--- config.mk ---
export PLATFORM = sky130hd
export DESIGN_NAME = capture_pair
export DESIGN_NICKNAME = d
export VERILOG_FILES = /design/src/capture_pair.v /design/src/capture_fifo.v
export VERILOG_INCLUDE_DIRS = /design/src
export SDC_FILE = /design/constraint.sdc
export NUM_CORES = 1
export LEC_CHECK = 0
export ABC_AREA = 1
export BUFFER_PORTS_ARGS = -buffer_cell sky130_fd_sc_hd__buf_2
export CAP_MARGIN = 10
export CORE_MARGIN = 10
export CORE_UTILIZATION = 45
export CTS_CLUSTER_DIAMETER = 100
export DETAILED_ROUTE_END_ITERATION = 16
export PLACE_DENSITY_LB_ADDON = 0.2
export SYNTH_ARGS = -nofsm -noshare
export SYNTH_HDL_FRONTEND = slang
export SYNTH_SLANG_ARGS = --single-unit
--- constraint.sdc ---
create_clock -name clk_in -period 5.4 [get_ports clk_in]
set_clock_uncertainty 0.05 [all_clocks]
set_input_delay 1.08 -clock clk_in [delete_from_list [all_inputs] [get_ports clk_in]]
set_output_delay 1.08 -clock clk_in [all_outputs]
set_load 0.1 [all_outputs]
--- src/capture_defs.vh ---
/*
  Shared constants for the input capture pair: capture mode codes,
  prescaler end counts, source selection codes and counter limits.
  Assumes it is included by bare name from the design files.
*/
`ifndef CAPTURE_DEFS_VH
`define CAPTURE_DEFS_VH

// Capture mode field codes
`define MODE_OFF    3'h0
`define MODE_EVERY  3'h1
`define MODE_FALL   3'h2
`define MODE_RISE   3'h3
`define MODE_PRE4   3'h4
`define MODE_PRE16  3'h5
`define MODE_UNUSED 3'h6
`define MODE_WAKE   3'h7

// Prescaler last counts (every 4th and every 16th rising edge)
`define PRE4_LAST   4'h3
`define PRE16_LAST  4'hf
`define PRE_ZERO    4'h0

// Sync source code meaning no sync and no hardware trigger
`define SYNC_NONE   5'h00

// Reserved time base codes that give no tick
`define TB_RSVD_A   3'h5
`define TB_RSVD_B   3'h6

// Counter limits
`define CNT_MAX     16'hffff
`define CNT_ZERO    16'h0000

// Interrupt event counter start
`define ICNT_ZERO   2'h0

`endif

--- src/capture_pair.v ---
/*
  A pair of input capture modules, odd and even, each with its own
  16-bit time base counter and a capture store. The pair can be joined
  into one 32-bit module. Control bits arrive as plain ports.
  Assumes all inputs are synchronous to clk_in and that time base ticks
  and sync events are one-cycle enable pulses.
*/
`timescale 1ns/100ps
`default_nettype none
`include "capture_defs.vh"

//
// Contract
// - 16-bit counter runs and wraps on time base
// - Capture event stores present counter value
// - Store holds up to four captured values
// - Six clock sources, thirty-one sync sources selectable
// - Sync mode runs, sync event clears counter
// - Trigger mode holds counter until trigger event
// - No sync, no trigger bit means free run
// - Nonzero source picks sync or trigger mode
// - Zero source with trigger bit: software trigger
// - Cascade: odd low word, even high word
// - Odd counter wrap increments even counter
// - Cascade only when both enable bits set
// - Rising, falling, every edge, or every 4th/16th rising
// - Interrupt rate set apart from capture mode; every-edge mode here interrupts on each capture, ignoring the rate
// - Cascaded sync pair held clear until sync
// - Even trigger bit clear: even follows odd
// - Not-empty flag tracks stored values
// - Mode field selects off, edges, prescale, wake
// - Interrupt after 1 to 4 captures
// - Read-only overflow flag
module capture_pair #(
  parameter CW    = 16,
  parameter DEPTH = 4,
  parameter AW    = 2
) (
  input  wire          clk_in,          // System clock, 20 MHz
  input  wire          rst_in,          // Synchronous reset, active high
  input  wire    [7:0] time_base_ticks_in, // Tick pulse per time base code
  input  wire   [31:0] sync_events_in,  // Event pulse per sync source code
  input  wire          sleep_in,        // Device in sleep or idle
  input  wire          x_pin_in,        // Odd module capture pin
  input  wire    [2:0] x_capture_mode_select_in,   // Odd mode field
  input  wire    [1:0] x_captures_per_interrupt_in, // Odd interrupt rate
  input  wire    [2:0] x_time_base_select_in,      // Odd clock source
  input  wire    [4:0] x_sync_source_select_in,    // Odd sync source
  input  wire          x_trigger_not_sync_select_in, // Odd trigger mode
  input  wire          x_trigger_set_in,  // Odd software trigger set
  input  wire          x_trigger_clr_in,  // Odd software trigger clear
  input  wire          x_cascade_enable_in, // Odd cascade bit
  input  wire          x_buffer_read_in,  // Odd buffer read strobe
  input  wire          y_pin_in,        // Even module capture pin
  input  wire    [2:0] y_capture_mode_select_in,   // Even mode field
  input  wire    [1:0] y_captures_per_interrupt_in, // Even interrupt rate
  input  wire    [2:0] y_time_base_select_in,      // Even clock source
  input  wire    [4:0] y_sync_source_select_in,    // Even sync source
  input  wire          y_trigger_not_sync_select_in, // Even trigger mode
  input  wire          y_trigger_set_in,  // Even software trigger set
  input  wire          y_trigger_clr_in,  // Even software trigger clear
  input  wire          y_cascade_enable_in, // Even cascade bit
  input  wire          y_buffer_read_in,  // Even buffer read strobe
  output wire [CW-1:0] x_buffer_out,      // Odd oldest captured value
  output wire          x_buffer_not_empty_flag_out, // Odd store not empty
  output wire          x_capture_overflow_flag_out, // Odd overflow flag
  output wire          x_trigger_running_status_out, // Odd trigger status
  output wire          x_irq_out,         // Odd interrupt pulse
  output wire [CW-1:0] x_capture_counter_out, // Odd counter value
  output wire [CW-1:0] y_buffer_out,      // Even oldest captured value
  output wire          y_buffer_not_empty_flag_out, // Even store not empty
  output wire          y_capture_overflow_flag_out, // Even overflow flag
  output wire          y_trigger_running_status_out, // Even trigger status
  output wire          y_irq_out,         // Even interrupt pulse
  output wire [CW-1:0] y_capture_counter_out  // Even counter value
);

  // Pair joins only when both modules ask for it
  wire casc = x_cascade_enable_in & y_cascade_enable_in;

  // Per-module controls; the even module takes the odd mode and rate in cascade
  wire [2:0] mode_w  [0:1];
  wire [1:0] cpi_w   [0:1];
  wire [2:0] tbsel_w [0:1];
  wire [4:0] sel_w   [0:1];
  wire [1:0] pin_v   = {y_pin_in, x_pin_in};
  wire [1:0] trig_v  = {y_trigger_not_sync_select_in, x_trigger_not_sync_select_in};
  wire [1:0] tset_v  = {y_trigger_set_in, x_trigger_set_in};
  wire [1:0] tclr_v  = {y_trigger_clr_in, x_trigger_clr_in};
  wire [1:0] read_v  = {y_buffer_read_in, x_buffer_read_in};

  assign mode_w[0]  = x_capture_mode_select_in;
  assign mode_w[1]  = casc ? x_capture_mode_select_in : y_capture_mode_select_in;
  assign cpi_w[0]   = x_captures_per_interrupt_in;
  assign cpi_w[1]   = casc ? x_captures_per_interrupt_in : y_captures_per_interrupt_in;
  assign tbsel_w[0] = x_time_base_select_in;
  assign tbsel_w[1] = y_time_base_select_in;
  assign sel_w[0]   = x_sync_source_select_in;
  assign sel_w[1]   = y_sync_source_select_in;

  // Values each module exports for its partner and the outputs
  wire [CW-1:0] cnt_w  [0:1];
  wire [CW-1:0] buf_w  [0:1];
  wire [1:0]    hold_own_v;
  wire [1:0]    clr_own_v;
  wire [1:0]    inc_own_v;
  wire [1:0]    cap_own_v;
  wire [1:0]    full_v;
  wire [1:0]    bne_v;
  wire [1:0]    ov_v;
  wire [1:0]    ts_v;
  wire [1:0]    irq_v;

  genvar i;
  generate
    for (i = 0; i < 2; i = i + 1)
    begin : chan
      reg  [CW-1:0] cnt_q;
      reg           pin_q;
      reg     [3:0] pre_q;
      reg     [1:0] icnt_q;
      reg           ts_q;
      reg           armed_q;
      reg           ov_q;
      reg           irq_q;
      reg           edge_hit;
      wire          carry;
      wire          follow;
      wire          off;
      wire          no_count;
      wire          sync_m;
      wire          trig_m;
      wire          sync_ev;
      wire          tick;
      wire          hold_e;
      wire          clr_e;
      wire          inc_e;
      wire          cap_e;
      wire          full_any;
      wire          push;
      wire          rise;
      wire          fall;
      wire          pre_mode;
      wire          rate_hit;
      wire          wake_ev;

      // Even module is carried by the odd one when the pair is joined
      assign carry  = (i == 1) && casc;
      assign follow = carry && !trig_v[i];

      // Off codes stop capture; wake mode keeps the counter clear too
      assign off      = (mode_w[i] == `MODE_OFF) || (mode_w[i] == `MODE_UNUSED);
      assign no_count = off || (mode_w[i] == `MODE_WAKE);

      // Sync or trigger selection from source code and trigger bit
      assign sync_m  = (sel_w[i] != `SYNC_NONE) && !trig_v[i];
      assign trig_m  = trig_v[i];
      assign sync_ev = (sel_w[i] != `SYNC_NONE) && sync_events_in[sel_w[i]];

      // Six usable time base codes; reserved codes never tick
      assign tick = time_base_ticks_in[tbsel_w[i]]
                    && (tbsel_w[i] != `TB_RSVD_A)
                    && (tbsel_w[i] != `TB_RSVD_B);

      // Counter held clear while off, untriggered, or cascaded sync not yet seen
      assign hold_own_v[i] = no_count
                             || (trig_m && !ts_q)
                             || (casc && sync_m && !armed_q);
      assign clr_own_v[i]  = sync_m && sync_ev;
      assign hold_e = follow ? hold_own_v[0] : hold_own_v[i];
      assign clr_e  = follow ? clr_own_v[0] : clr_own_v[i];

      // Own increment; in cascade the even word counts odd wraps
      assign inc_own_v[i] = tick && !hold_e;
      assign inc_e = carry ? (inc_own_v[0] && (cnt_w[0] == `CNT_MAX) && !hold_e)
                           : inc_own_v[i];

      // Time base counter, cleared while held or on sync clear, else counting ticks with natural wrap
      always @(posedge clk_in)
      begin
        if (rst_in)
        begin
          cnt_q <= `CNT_ZERO;
        end
        else if (hold_e || clr_e)
        begin
          cnt_q <= `CNT_ZERO;
        end
        else if (inc_e)
        begin
          cnt_q <= cnt_q + {{(CW-1){1'b0}}, 1'b1};
        end
      end
      assign cnt_w[i] = cnt_q;

      // Trigger status: hardware or software sets, software clears, set wins
      always @(posedge clk_in)
      begin
        if (rst_in)
        begin
          ts_q <= 1'b0;
        end
        else
        begin
          ts_q <= (ts_q && !tclr_v[i]) || tset_v[i] || (trig_m && sync_ev);
        end
      end
      assign ts_v[i] = ts_q;

      // Remembers that the sync source has produced an event
      always @(posedge clk_in)
      begin
        if (rst_in)
        begin
          armed_q <= 1'b0;
        end
        else if (!sync_m)
        begin
          armed_q <= 1'b0;
        end
        else if (sync_ev)
        begin
          armed_q <= 1'b1;
        end
      end

      // Pin edge detection
      always @(posedge clk_in)
      begin
        if (rst_in)
        begin
          pin_q <= 1'b0;
        end
        else
        begin
          pin_q <= pin_v[i];
        end
      end
      assign rise     = pin_v[i] && !pin_q;
      assign fall     = !pin_v[i] && pin_q;
      assign pre_mode = (mode_w[i] == `MODE_PRE4) || (mode_w[i] == `MODE_PRE16);

      // Rising edge prescaler for every 4th or 16th capture
      always @(posedge clk_in)
      begin
        if (rst_in || !pre_mode || hold_e)
        begin
          pre_q <= `PRE_ZERO;
        end
        else if (rise)
        begin
          if (edge_hit)
          begin
            pre_q <= `PRE_ZERO;
          end
          else
          begin
            pre_q <= pre_q + 4'h1;
          end
        end
      end

      // Edge qualification per mode
      always @*
      begin
        case (mode_w[i])
          `MODE_EVERY: edge_hit = rise || fall;
          `MODE_FALL:  edge_hit = fall;
          `MODE_RISE:  edge_hit = rise;
          `MODE_PRE4:  edge_hit = rise && (pre_q == `PRE4_LAST);
          `MODE_PRE16: edge_hit = rise && (pre_q == `PRE16_LAST);
          default:     edge_hit = 1'b0;
        endcase
      end

      // Capture event; in cascade the odd event stores both words
      assign cap_own_v[i] = edge_hit && !hold_e && !off;
      assign cap_e    = carry ? cap_own_v[0] : cap_own_v[i];
      assign full_any = full_v[i] || (carry && full_v[0]);
      assign push     = cap_e && !full_any;

      // Overflow: set on a dropped capture, cleared by turning the module off
      always @(posedge clk_in)
      begin
        if (rst_in)
        begin
          ov_q <= 1'b0;
        end
        else
        begin
          ov_q <= (ov_q && !off) || (cap_e && full_any);
        end
      end
      assign ov_v[i] = ov_q;

      // Interrupt after the programmed number of captures, after every capture in every-edge mode, or on a wake edge
      assign rate_hit = (mode_w[i] == `MODE_EVERY) || (icnt_q == cpi_w[i]);
      assign wake_ev  = (mode_w[i] == `MODE_WAKE) && sleep_in && rise;
      always @(posedge clk_in)
      begin
        if (rst_in || off || hold_e)
        begin
          icnt_q <= `ICNT_ZERO;
        end
        else if (cap_e)
        begin
          icnt_q <= rate_hit ? `ICNT_ZERO : icnt_q + 2'h1;
        end
      end

      // Interrupt pulse register; the even module is silent in cascade
      always @(posedge clk_in)
      begin
        if (rst_in)
        begin
          irq_q <= 1'b0;
        end
        else
        begin
          irq_q <= !carry && (wake_ev || (cap_e && rate_hit));
        end
      end
      assign irq_v[i] = irq_q;

      // Four-deep capture store
      capture_fifo #(
        .WIDTH (CW),
        .DEPTH (DEPTH),
        .AW    (AW)
      ) u_fifo (
        .clk_in        (clk_in),
        .rst_in        (rst_in),
        .push_in       (push),
        .data_in       (cnt_q),
        .pop_in        (read_v[i]),
        .data_out      (buf_w[i]),
        .not_empty_out (bne_v[i]),
        .full_out      (full_v[i])
      );
    end
  endgenerate

  // Outputs of the odd module
  assign x_buffer_out                 = buf_w[0];
  assign x_buffer_not_empty_flag_out  = bne_v[0];
  assign x_capture_overflow_flag_out  = ov_v[0];
  assign x_trigger_running_status_out = ts_v[0];
  assign x_irq_out                    = irq_v[0];
  assign x_capture_counter_out        = cnt_w[0];

  // Outputs of the even module
  assign y_buffer_out                 = buf_w[1];
  assign y_buffer_not_empty_flag_out  = bne_v[1];
  assign y_capture_overflow_flag_out  = ov_v[1];
  assign y_trigger_running_status_out = ts_v[1];
  assign y_irq_out                    = irq_v[1];
  assign y_capture_counter_out        = cnt_w[1];

endmodule // capture_pair

`default_nettype wire

--- src/capture_fifo.v ---
/*
  Small first-in first-out store of captured counter values.
  Assumes one clock, synchronous active-high reset, and a power-of-two depth.
  A push while full is dropped unless a pop frees a place in the same cycle; the caller flags the overflow.
*/
`timescale 1ns/100ps
`default_nettype none

module capture_fifo #(
  parameter WIDTH = 16,
  parameter DEPTH = 4,
  parameter AW    = 2
) (
  input  wire             clk_in,        // System clock
  input  wire             rst_in,        // Synchronous reset, active high
  input  wire             push_in,       // Store data_in this cycle
  input  wire [WIDTH-1:0] data_in,       // Value to store
  input  wire             pop_in,        // Drop the oldest value
  output wire [WIDTH-1:0] data_out,      // Oldest stored value
  output wire             not_empty_out, // At least one value held
  output wire             full_out       // All places taken
);

  reg [WIDTH-1:0] mem [0:DEPTH-1];
  reg [AW-1:0]    wr_q;
  reg [AW-1:0]    rd_q;
  reg [AW:0]      cnt_q;
  wire            do_push;
  wire            do_pop;

  // Accept only what fits and only pop what exists
  assign do_pop        = pop_in & (cnt_q != {(AW+1){1'b0}});
  assign do_push       = push_in & ((cnt_q != DEPTH[AW:0]) | do_pop);
  assign full_out      = (cnt_q == DEPTH[AW:0]);
  assign not_empty_out = (cnt_q != {(AW+1){1'b0}});
  assign data_out      = mem[rd_q];

  // Storage writes
  always @(posedge clk_in)
  begin
    if (do_push)
    begin
      mem[wr_q] <= data_in;
    end
  end

  // Pointers and fill count
  always @(posedge clk_in)
  begin
    if (rst_in)
    begin
      wr_q  <= {AW{1'b0}};
      rd_q  <= {AW{1'b0}};
      cnt_q <= {(AW+1){1'b0}};
    end
    else
    begin
      if (do_push)
      begin
        wr_q <= wr_q + {{(AW-1){1'b0}}, 1'b1};
      end
      if (do_pop)
      begin
        rd_q <= rd_q + {{(AW-1){1'b0}}, 1'b1};
      end
      if (do_push & ~do_pop)
      begin
        cnt_q <= cnt_q + {{AW{1'b0}}, 1'b1};
      end
      else if (do_pop & ~do_push)
      begin
        cnt_q <= cnt_q - {{AW{1'b0}}, 1'b1};
      end
    end
  end

endmodule // capture_fifo

`default_nettype wire

* Yosys cells after proc, flatten, opt, wreduce, memory -nomap -nowiden
Memory sizes are Yosys's and may differ from the RTL's. A register that Yosys moved wholly into a read port is not among the register bits. Cells that the tools add are included.
Storage, ports and cells: memories kept 2, flip-flop bits (word level) 68, logic and storage cells 237, RAM bits 128
Memories:
- chan[0].u_fifo.mem | depth 4, width 16, rd ports 1, clocked after memory_dff 1, wr ports 1, RTL line capture_fifo.v:24 | reg [WIDTH-1:0] mem [0:DEPTH-1];
- chan[1].u_fifo.mem | depth 4, width 16, rd ports 1, clocked after memory_dff 1, wr ports 1, RTL line capture_fifo.v:24
Operators by class: add/subtract/negate cells 14, magnitude comparators 4, bitwise gates (word level) 17, mux-type cells 32, eq/ne operators 29, reduce and logical (&&, ||, !) cells 117
Operators with widths (count):
- 1-bit logical AND | 51
- 1-bit logical OR | 33
- 16-bit by 1-bit adder with 16-bit output, second input constant | 2
- 3-bit equality test, second input constant | 10
- 1-bit zero test | 21
- 3-bit != test, second input constant | 6
- 16-bit equality test, second input constant | 1
- 3-bit 2-to-1 mux | 5
- 2-bit 2-to-1 mux | 7
- 2-bit by 1-bit adder with 2-bit output, second input constant | 6
- 3-bit by 2-bit equality test with 1-bit output, second input constant | 4
- 5-bit by 6-bit < comparator with 1-bit output, second input constant | 2
- 1-bit 2-to-1 mux | 12
- 1-bit binary-select mux with 5-bit select | 2
- 1-bit one-hot mux with 5 select lines | 2
- 5-bit nonzero test | 2
- 1-bit AND | 9
- 4-bit by 1-bit adder with 4-bit output, second input constant | 2
- 4-bit by 2-bit equality test with 1-bit output, second input constant | 2
- 4-bit equality test, second input constant | 2
- 3-bit by 4-bit < comparator with 1-bit output, second input constant | 2
- 4-bit 2-to-1 mux | 2
- 2-bit OR reduction | 4
- 3-bit by 1-bit adder with 3-bit output, second input constant | 2
- other kinds (9) | 22

* Depth between registers and ports, before layout
depth after elaboration 18, mapped depth 21, mapped depth without buffers 20

* Hierarchy
From an unflattened synthesis, not the netlist that was laid out.
Second synthesis, totals: cell total of the unflattened synthesis 1139, area, all modules 10109.7 µm²
By module, submodules not included:
- capture_fifo | instances 2, cells an instance 225, area each 2992.9 µm²
- capture_pair | instances 1, cells an instance 689, area each 4124.0 µm²

* Least setup slack after synthesis
OpenSTA, ideal clock, no wires.
kind in2reg, start point input port x_pin_in, end point register chan[1].u_fifo.cnt_q[2], buffers on the path 0, path slack 1957 ps, arrival time 3271 ps, stages 18, required time 5228 ps, setup time 122 ps, cells stage by stage inv_1 -> ha_1 -> o21ai_0 -> o21ai_0 -> nor2_1 -> nand2_1 -> inv_1 -> nand2_1 -> nand2_2 -> nand2_1 -> inv_1 -> ha_1 -> inv_1 -> fa_1 -> a21oi_1 -> o21ai_0 -> o21ai_0 -> a21oi_1
Between the ends: longest elaborated chain between the ends 12, elaborated cells between the ends (all ways) 17
Ends and longest elaborated chain:
- start: declaration | RTL line capture_pair.v:44 | input wire x_pin_in,
- 1-bit zero test | RTL line capture_pair.v:240 | assign fall = !pin_v[i] && pin_q;
- 1-bit logical AND | RTL line capture_pair.v:240
- 1-bit logical OR | RTL line capture_pair.v:267 | `MODE_EVERY: edge_hit = rise || fall;
- 1-bit one-hot mux with 5 select lines * | RTL line capture_pair.v:266 | case (mode_w[i])
- 1-bit logical AND * (2 in a row) | RTL line capture_pair.v:277 | assign cap_own_v[i] = edge_hit && !hold_e && !off;
- 1-bit 2-to-1 mux * | RTL line capture_pair.v:278 | assign cap_e = carry ? cap_own_v[0] : cap_own_v[i];
- 1-bit logical AND * | RTL line capture_pair.v:280 | assign push = cap_e && !full_any;
- 1-bit AND * | RTL line capture_fifo.v:33 | assign do_push = push_in & ((cnt_q != DEPTH[AW:0]) | do_pop);
- via chan[1].u_fifo.do_push | RTL line capture_fifo.v:28 | wire do_push;
- 1-bit NOT | RTL line capture_fifo.v:70 | else if (do_pop & ~do_push)
- 1-bit AND | RTL line capture_fifo.v:70
- 2-bit nonzero test (no line)
- end signal: assignment | RTL line capture_fifo.v:54 | cnt_q <= {(AW+1){1'b0}};
- end signal: assignment | RTL line capture_fifo.v:68 | cnt_q <= cnt_q + {{AW{1'b0}}, 1'b1};
- end signal: assignment | RTL line capture_fifo.v:72 | cnt_q <= cnt_q - {{AW{1'b0}}, 1'b1};
- end: declaration | RTL line capture_fifo.v:27 | reg [AW:0] cnt_q;
The timed path passes the listed nets; every way through them passes the cells marked *. A chain may end at the register's enable or synchronous reset.

==> impl_metrics.toml <==
[yosys]
synth_nets = 1238
synth.distinct_cells = 38
ys_warn_count = 0
synth-edff-count = 128
synth_compound_area_share_pct = 9.111
postSynthCellCount = 1137
synth_xor_xnor_area_share_pct = 3.028
synth_seq_area_share_pct = 53.54
synthMuxAreaShare_pct = 0
synth-seq-cells = 199
yosysTopAreaCell = "edfxtp_1"
avgSynthCellArea_um2 = 8.648
synth_top_family_by_area = "simple AND/OR/NAND/NOR gates"
ys.flop_type = "edfxtp_1"
synth_fa_ha_area_share_pct = 2.698
yosys.area.top_type_share_pct = 39.09
synthArstFlopShare_pct = 0
synth_area_um2 = 9833
synth_top_cells_by_area = "edfxtp_1 (39%), dfxtp_1 (14%), nand2_1 (8.7%)"
synth_simple_gate_area_share_pct = 25.13

[timing]
fin_crit_sh_pct = 68.39
slew_headroom_pct = 37.64
hold_viol_final = 0
setup_slack_ps = 1707
drv_slew = 0
worst_pin_slew_ps = 934.4
setup_violations = 0
fin_tns_setup_ps = 0
fmax_mhz = 270.8
min_period_ps = 3693
grt_setup_unrepaired = "no"

[critical_path]
path_class = "reg -> out"
critPathLaunchType = "flop"
arrival_ps = 2560
worstPathCellList = "buf_4, inv_1, o21ai_0, o22ai_1, buf_2"
slowest_stage = "inv_1"
critical_path.max_fanout = 33
slowest_delay_ps = 720
required_ps = 4270
cp-end-kind = "output pin"

[detailed_routing]
firstDrtPassIters = 5
wl_per_cell_um = 15.10
avgViaCountPerCell = 5.062
drt_iter0_markers = 513
vias = 7977
drt-total-wl_um = 23790
antenna_left = 0
drc = 0

[pwr]
vdd_drop_max_mv = 0.2531
power_density_nw_per_um2 = 416.2
leakagePower_nw = 4.897
power_mw = 4.750

[layout]
finalInstanceArea_um2 = 11410
area_delta_synth_final_pct = 16.06
drive_gt1_share_pct = 17.71
fill_cells = 2033
post-route-util_pct = 52.62
nets = 1382
final_cell_mix = "nand2_1 (229), nor2_1 (170), buf_2 (150), edfxtp_1 (128), inv_1 (115)"
final_common_cell = "nand2_1"

[placement]
dp_hpwl_um = 16800
place_ws_ps = 1507
place_area_um2 = 10830
numPortBuffers = 150
gp_congestion = 0.8835

[floorplanning]
initial_core_util_pct = 45.34
io_pins = 153
core_area_um2 = 21690
die_y_um = 167.8
rows = 54
die_w_um = 167.8
fp.dieArea_um2 = 28160

[clock_tree]
post_cts_buffers = 0
cts_hold_buf = 0
cts_tree = "built"
cts.htree.levels = 4
clkTransAtPathRegs_ps = 80
cts_max_path_buffers = 2
cts_resized = 0
cts_root_buf = "clkbuf_16"
clk_latency_ps = 430
numCtsBuffers = 17
cts.sink_count = 199

[global_route]
grt_usage_pct = 16.76
grt_pass1_vias = 7750
grt-ovfl-total = 0
grt_pass1_wl_um = 39100
grt_max_degree = 34
antenna_found_initial = 4

[run_status]
status = "finished, final reports clean"

[hold_path]
hp-class = "reg -> reg"

[job]
max_cap_violations = 0
-- cell usage after synthesis, drive strengths merged (3+ instances only) --
master	count
nor2	178
buf	16
nand3	108
clkbuf	19
o22ai	33
o21ai	96
xor2	21
inv	119
dfxtp	71
nand3b	5
ha	18
or2	3
nand4	13
nor3	10
edfxtp	128
xnor2	13
a21oi	32
nand2	244
-- critical path, delay by kind of cell, from the launching register on --
| kind | cells | cell delay [ps] |
|---|---|---|
| compound gates | 2 | 400 |
| buf+inv | 3 | 1430 |
| flops | 1 | 300 |
-- cells by family after synthesis --
logic type / count (synthesis)
AND/OR/NAND/NOR: 563
adder cells (fa/ha/maj): 20
flip-flops: 199
AO/OA/AOI/OAI: 165
buffers and inverters: 156
XOR/XNOR: 34
-- flip-flops by register name, summed over array words and instances (netlist names), named ones only --
register,cells
x_irq_out,1
chan.armed_q,1
y_capture_overflow_flag_out,1
chan.u_fifo.rd_q,4
x_trigger_running_status_out,1
chan.pre_q,8
chan.icnt_q,4
chan.u_fifo.wr_q,4
chan.pin_q,2
y_capture_counter_out,16
chan.u_fifo.mem,128
chan.u_fifo.cnt_q,6
x_capture_counter_out,16
y_irq_out,1
x_capture_overflow_flag_out,1
y_trigger_running_status_out,1
-- path summary, 6_finish.rpt --
check / startpoint / to / cells past startpoint / slack, ps
worst max-delay path: flop / x_buffer_out[4] / 5 / 1710
worst min-delay path: chan[0].armed_q / chan[0].armed_q / 2 / 410
worst min register to register: chan[0].armed_q / chan[0].armed_q / 2 / 410
worst max register to register: chan[0].pin_q / chan[1].u_fifo.cnt_q[2] / 19 / 2330
-- stage by stage --
stage / hold WS, ps / std cells
floorplan: 386.4 / 1137
global placement: 399.8 / 1542
detailed placement: 405.0 / 1542
CTS: 417.1 / 1573
global route: 440.4 / 1574
finish: 414.8 / 1576
-- where the power goes --
| group | internal [mW] | switching, mW | total (mW) | leakage [nW] |
|---|---|---|---|---|
| registers | 1.66 | 0.0456 | 1.71 | 1.94 |
| clock network | 0.617 | 0.611 | 1.23 | 0.283 |
| logic | 0.322 | 1.49 | 1.82 | 2.67 |
-- area by class of cell --
cell class	count	area, um^2	area share (%)
inverters	121	455.4	3.991
clock inverters	14	152.6	1.338
repair buffers	160	825.8	7.236
clock buffers	17	425.4	3.728
well taps	280	350.3	3.070
multi-input cells	782	3930	34.44
flip-flops and latches	199	5265	46.14
diodes	3	7.507	0.06578
-- routing by layer --
metal | vias up | share of wire [%] | wire, um | GRT usage [%]
met2 | 187 | 47 | 11190 | 27.35
met3 | 18 | 6.4 | 1517 | 4.703
met5 | - | 0.11 | 27 | 0
li1 | 4092 | - | - | -
met4 | 4 | 0.85 | 202 | 3.747
met1 | 3676 | 46 | 10860 | 21.65
No activity file was read; power rests on OpenSTA's default activity.
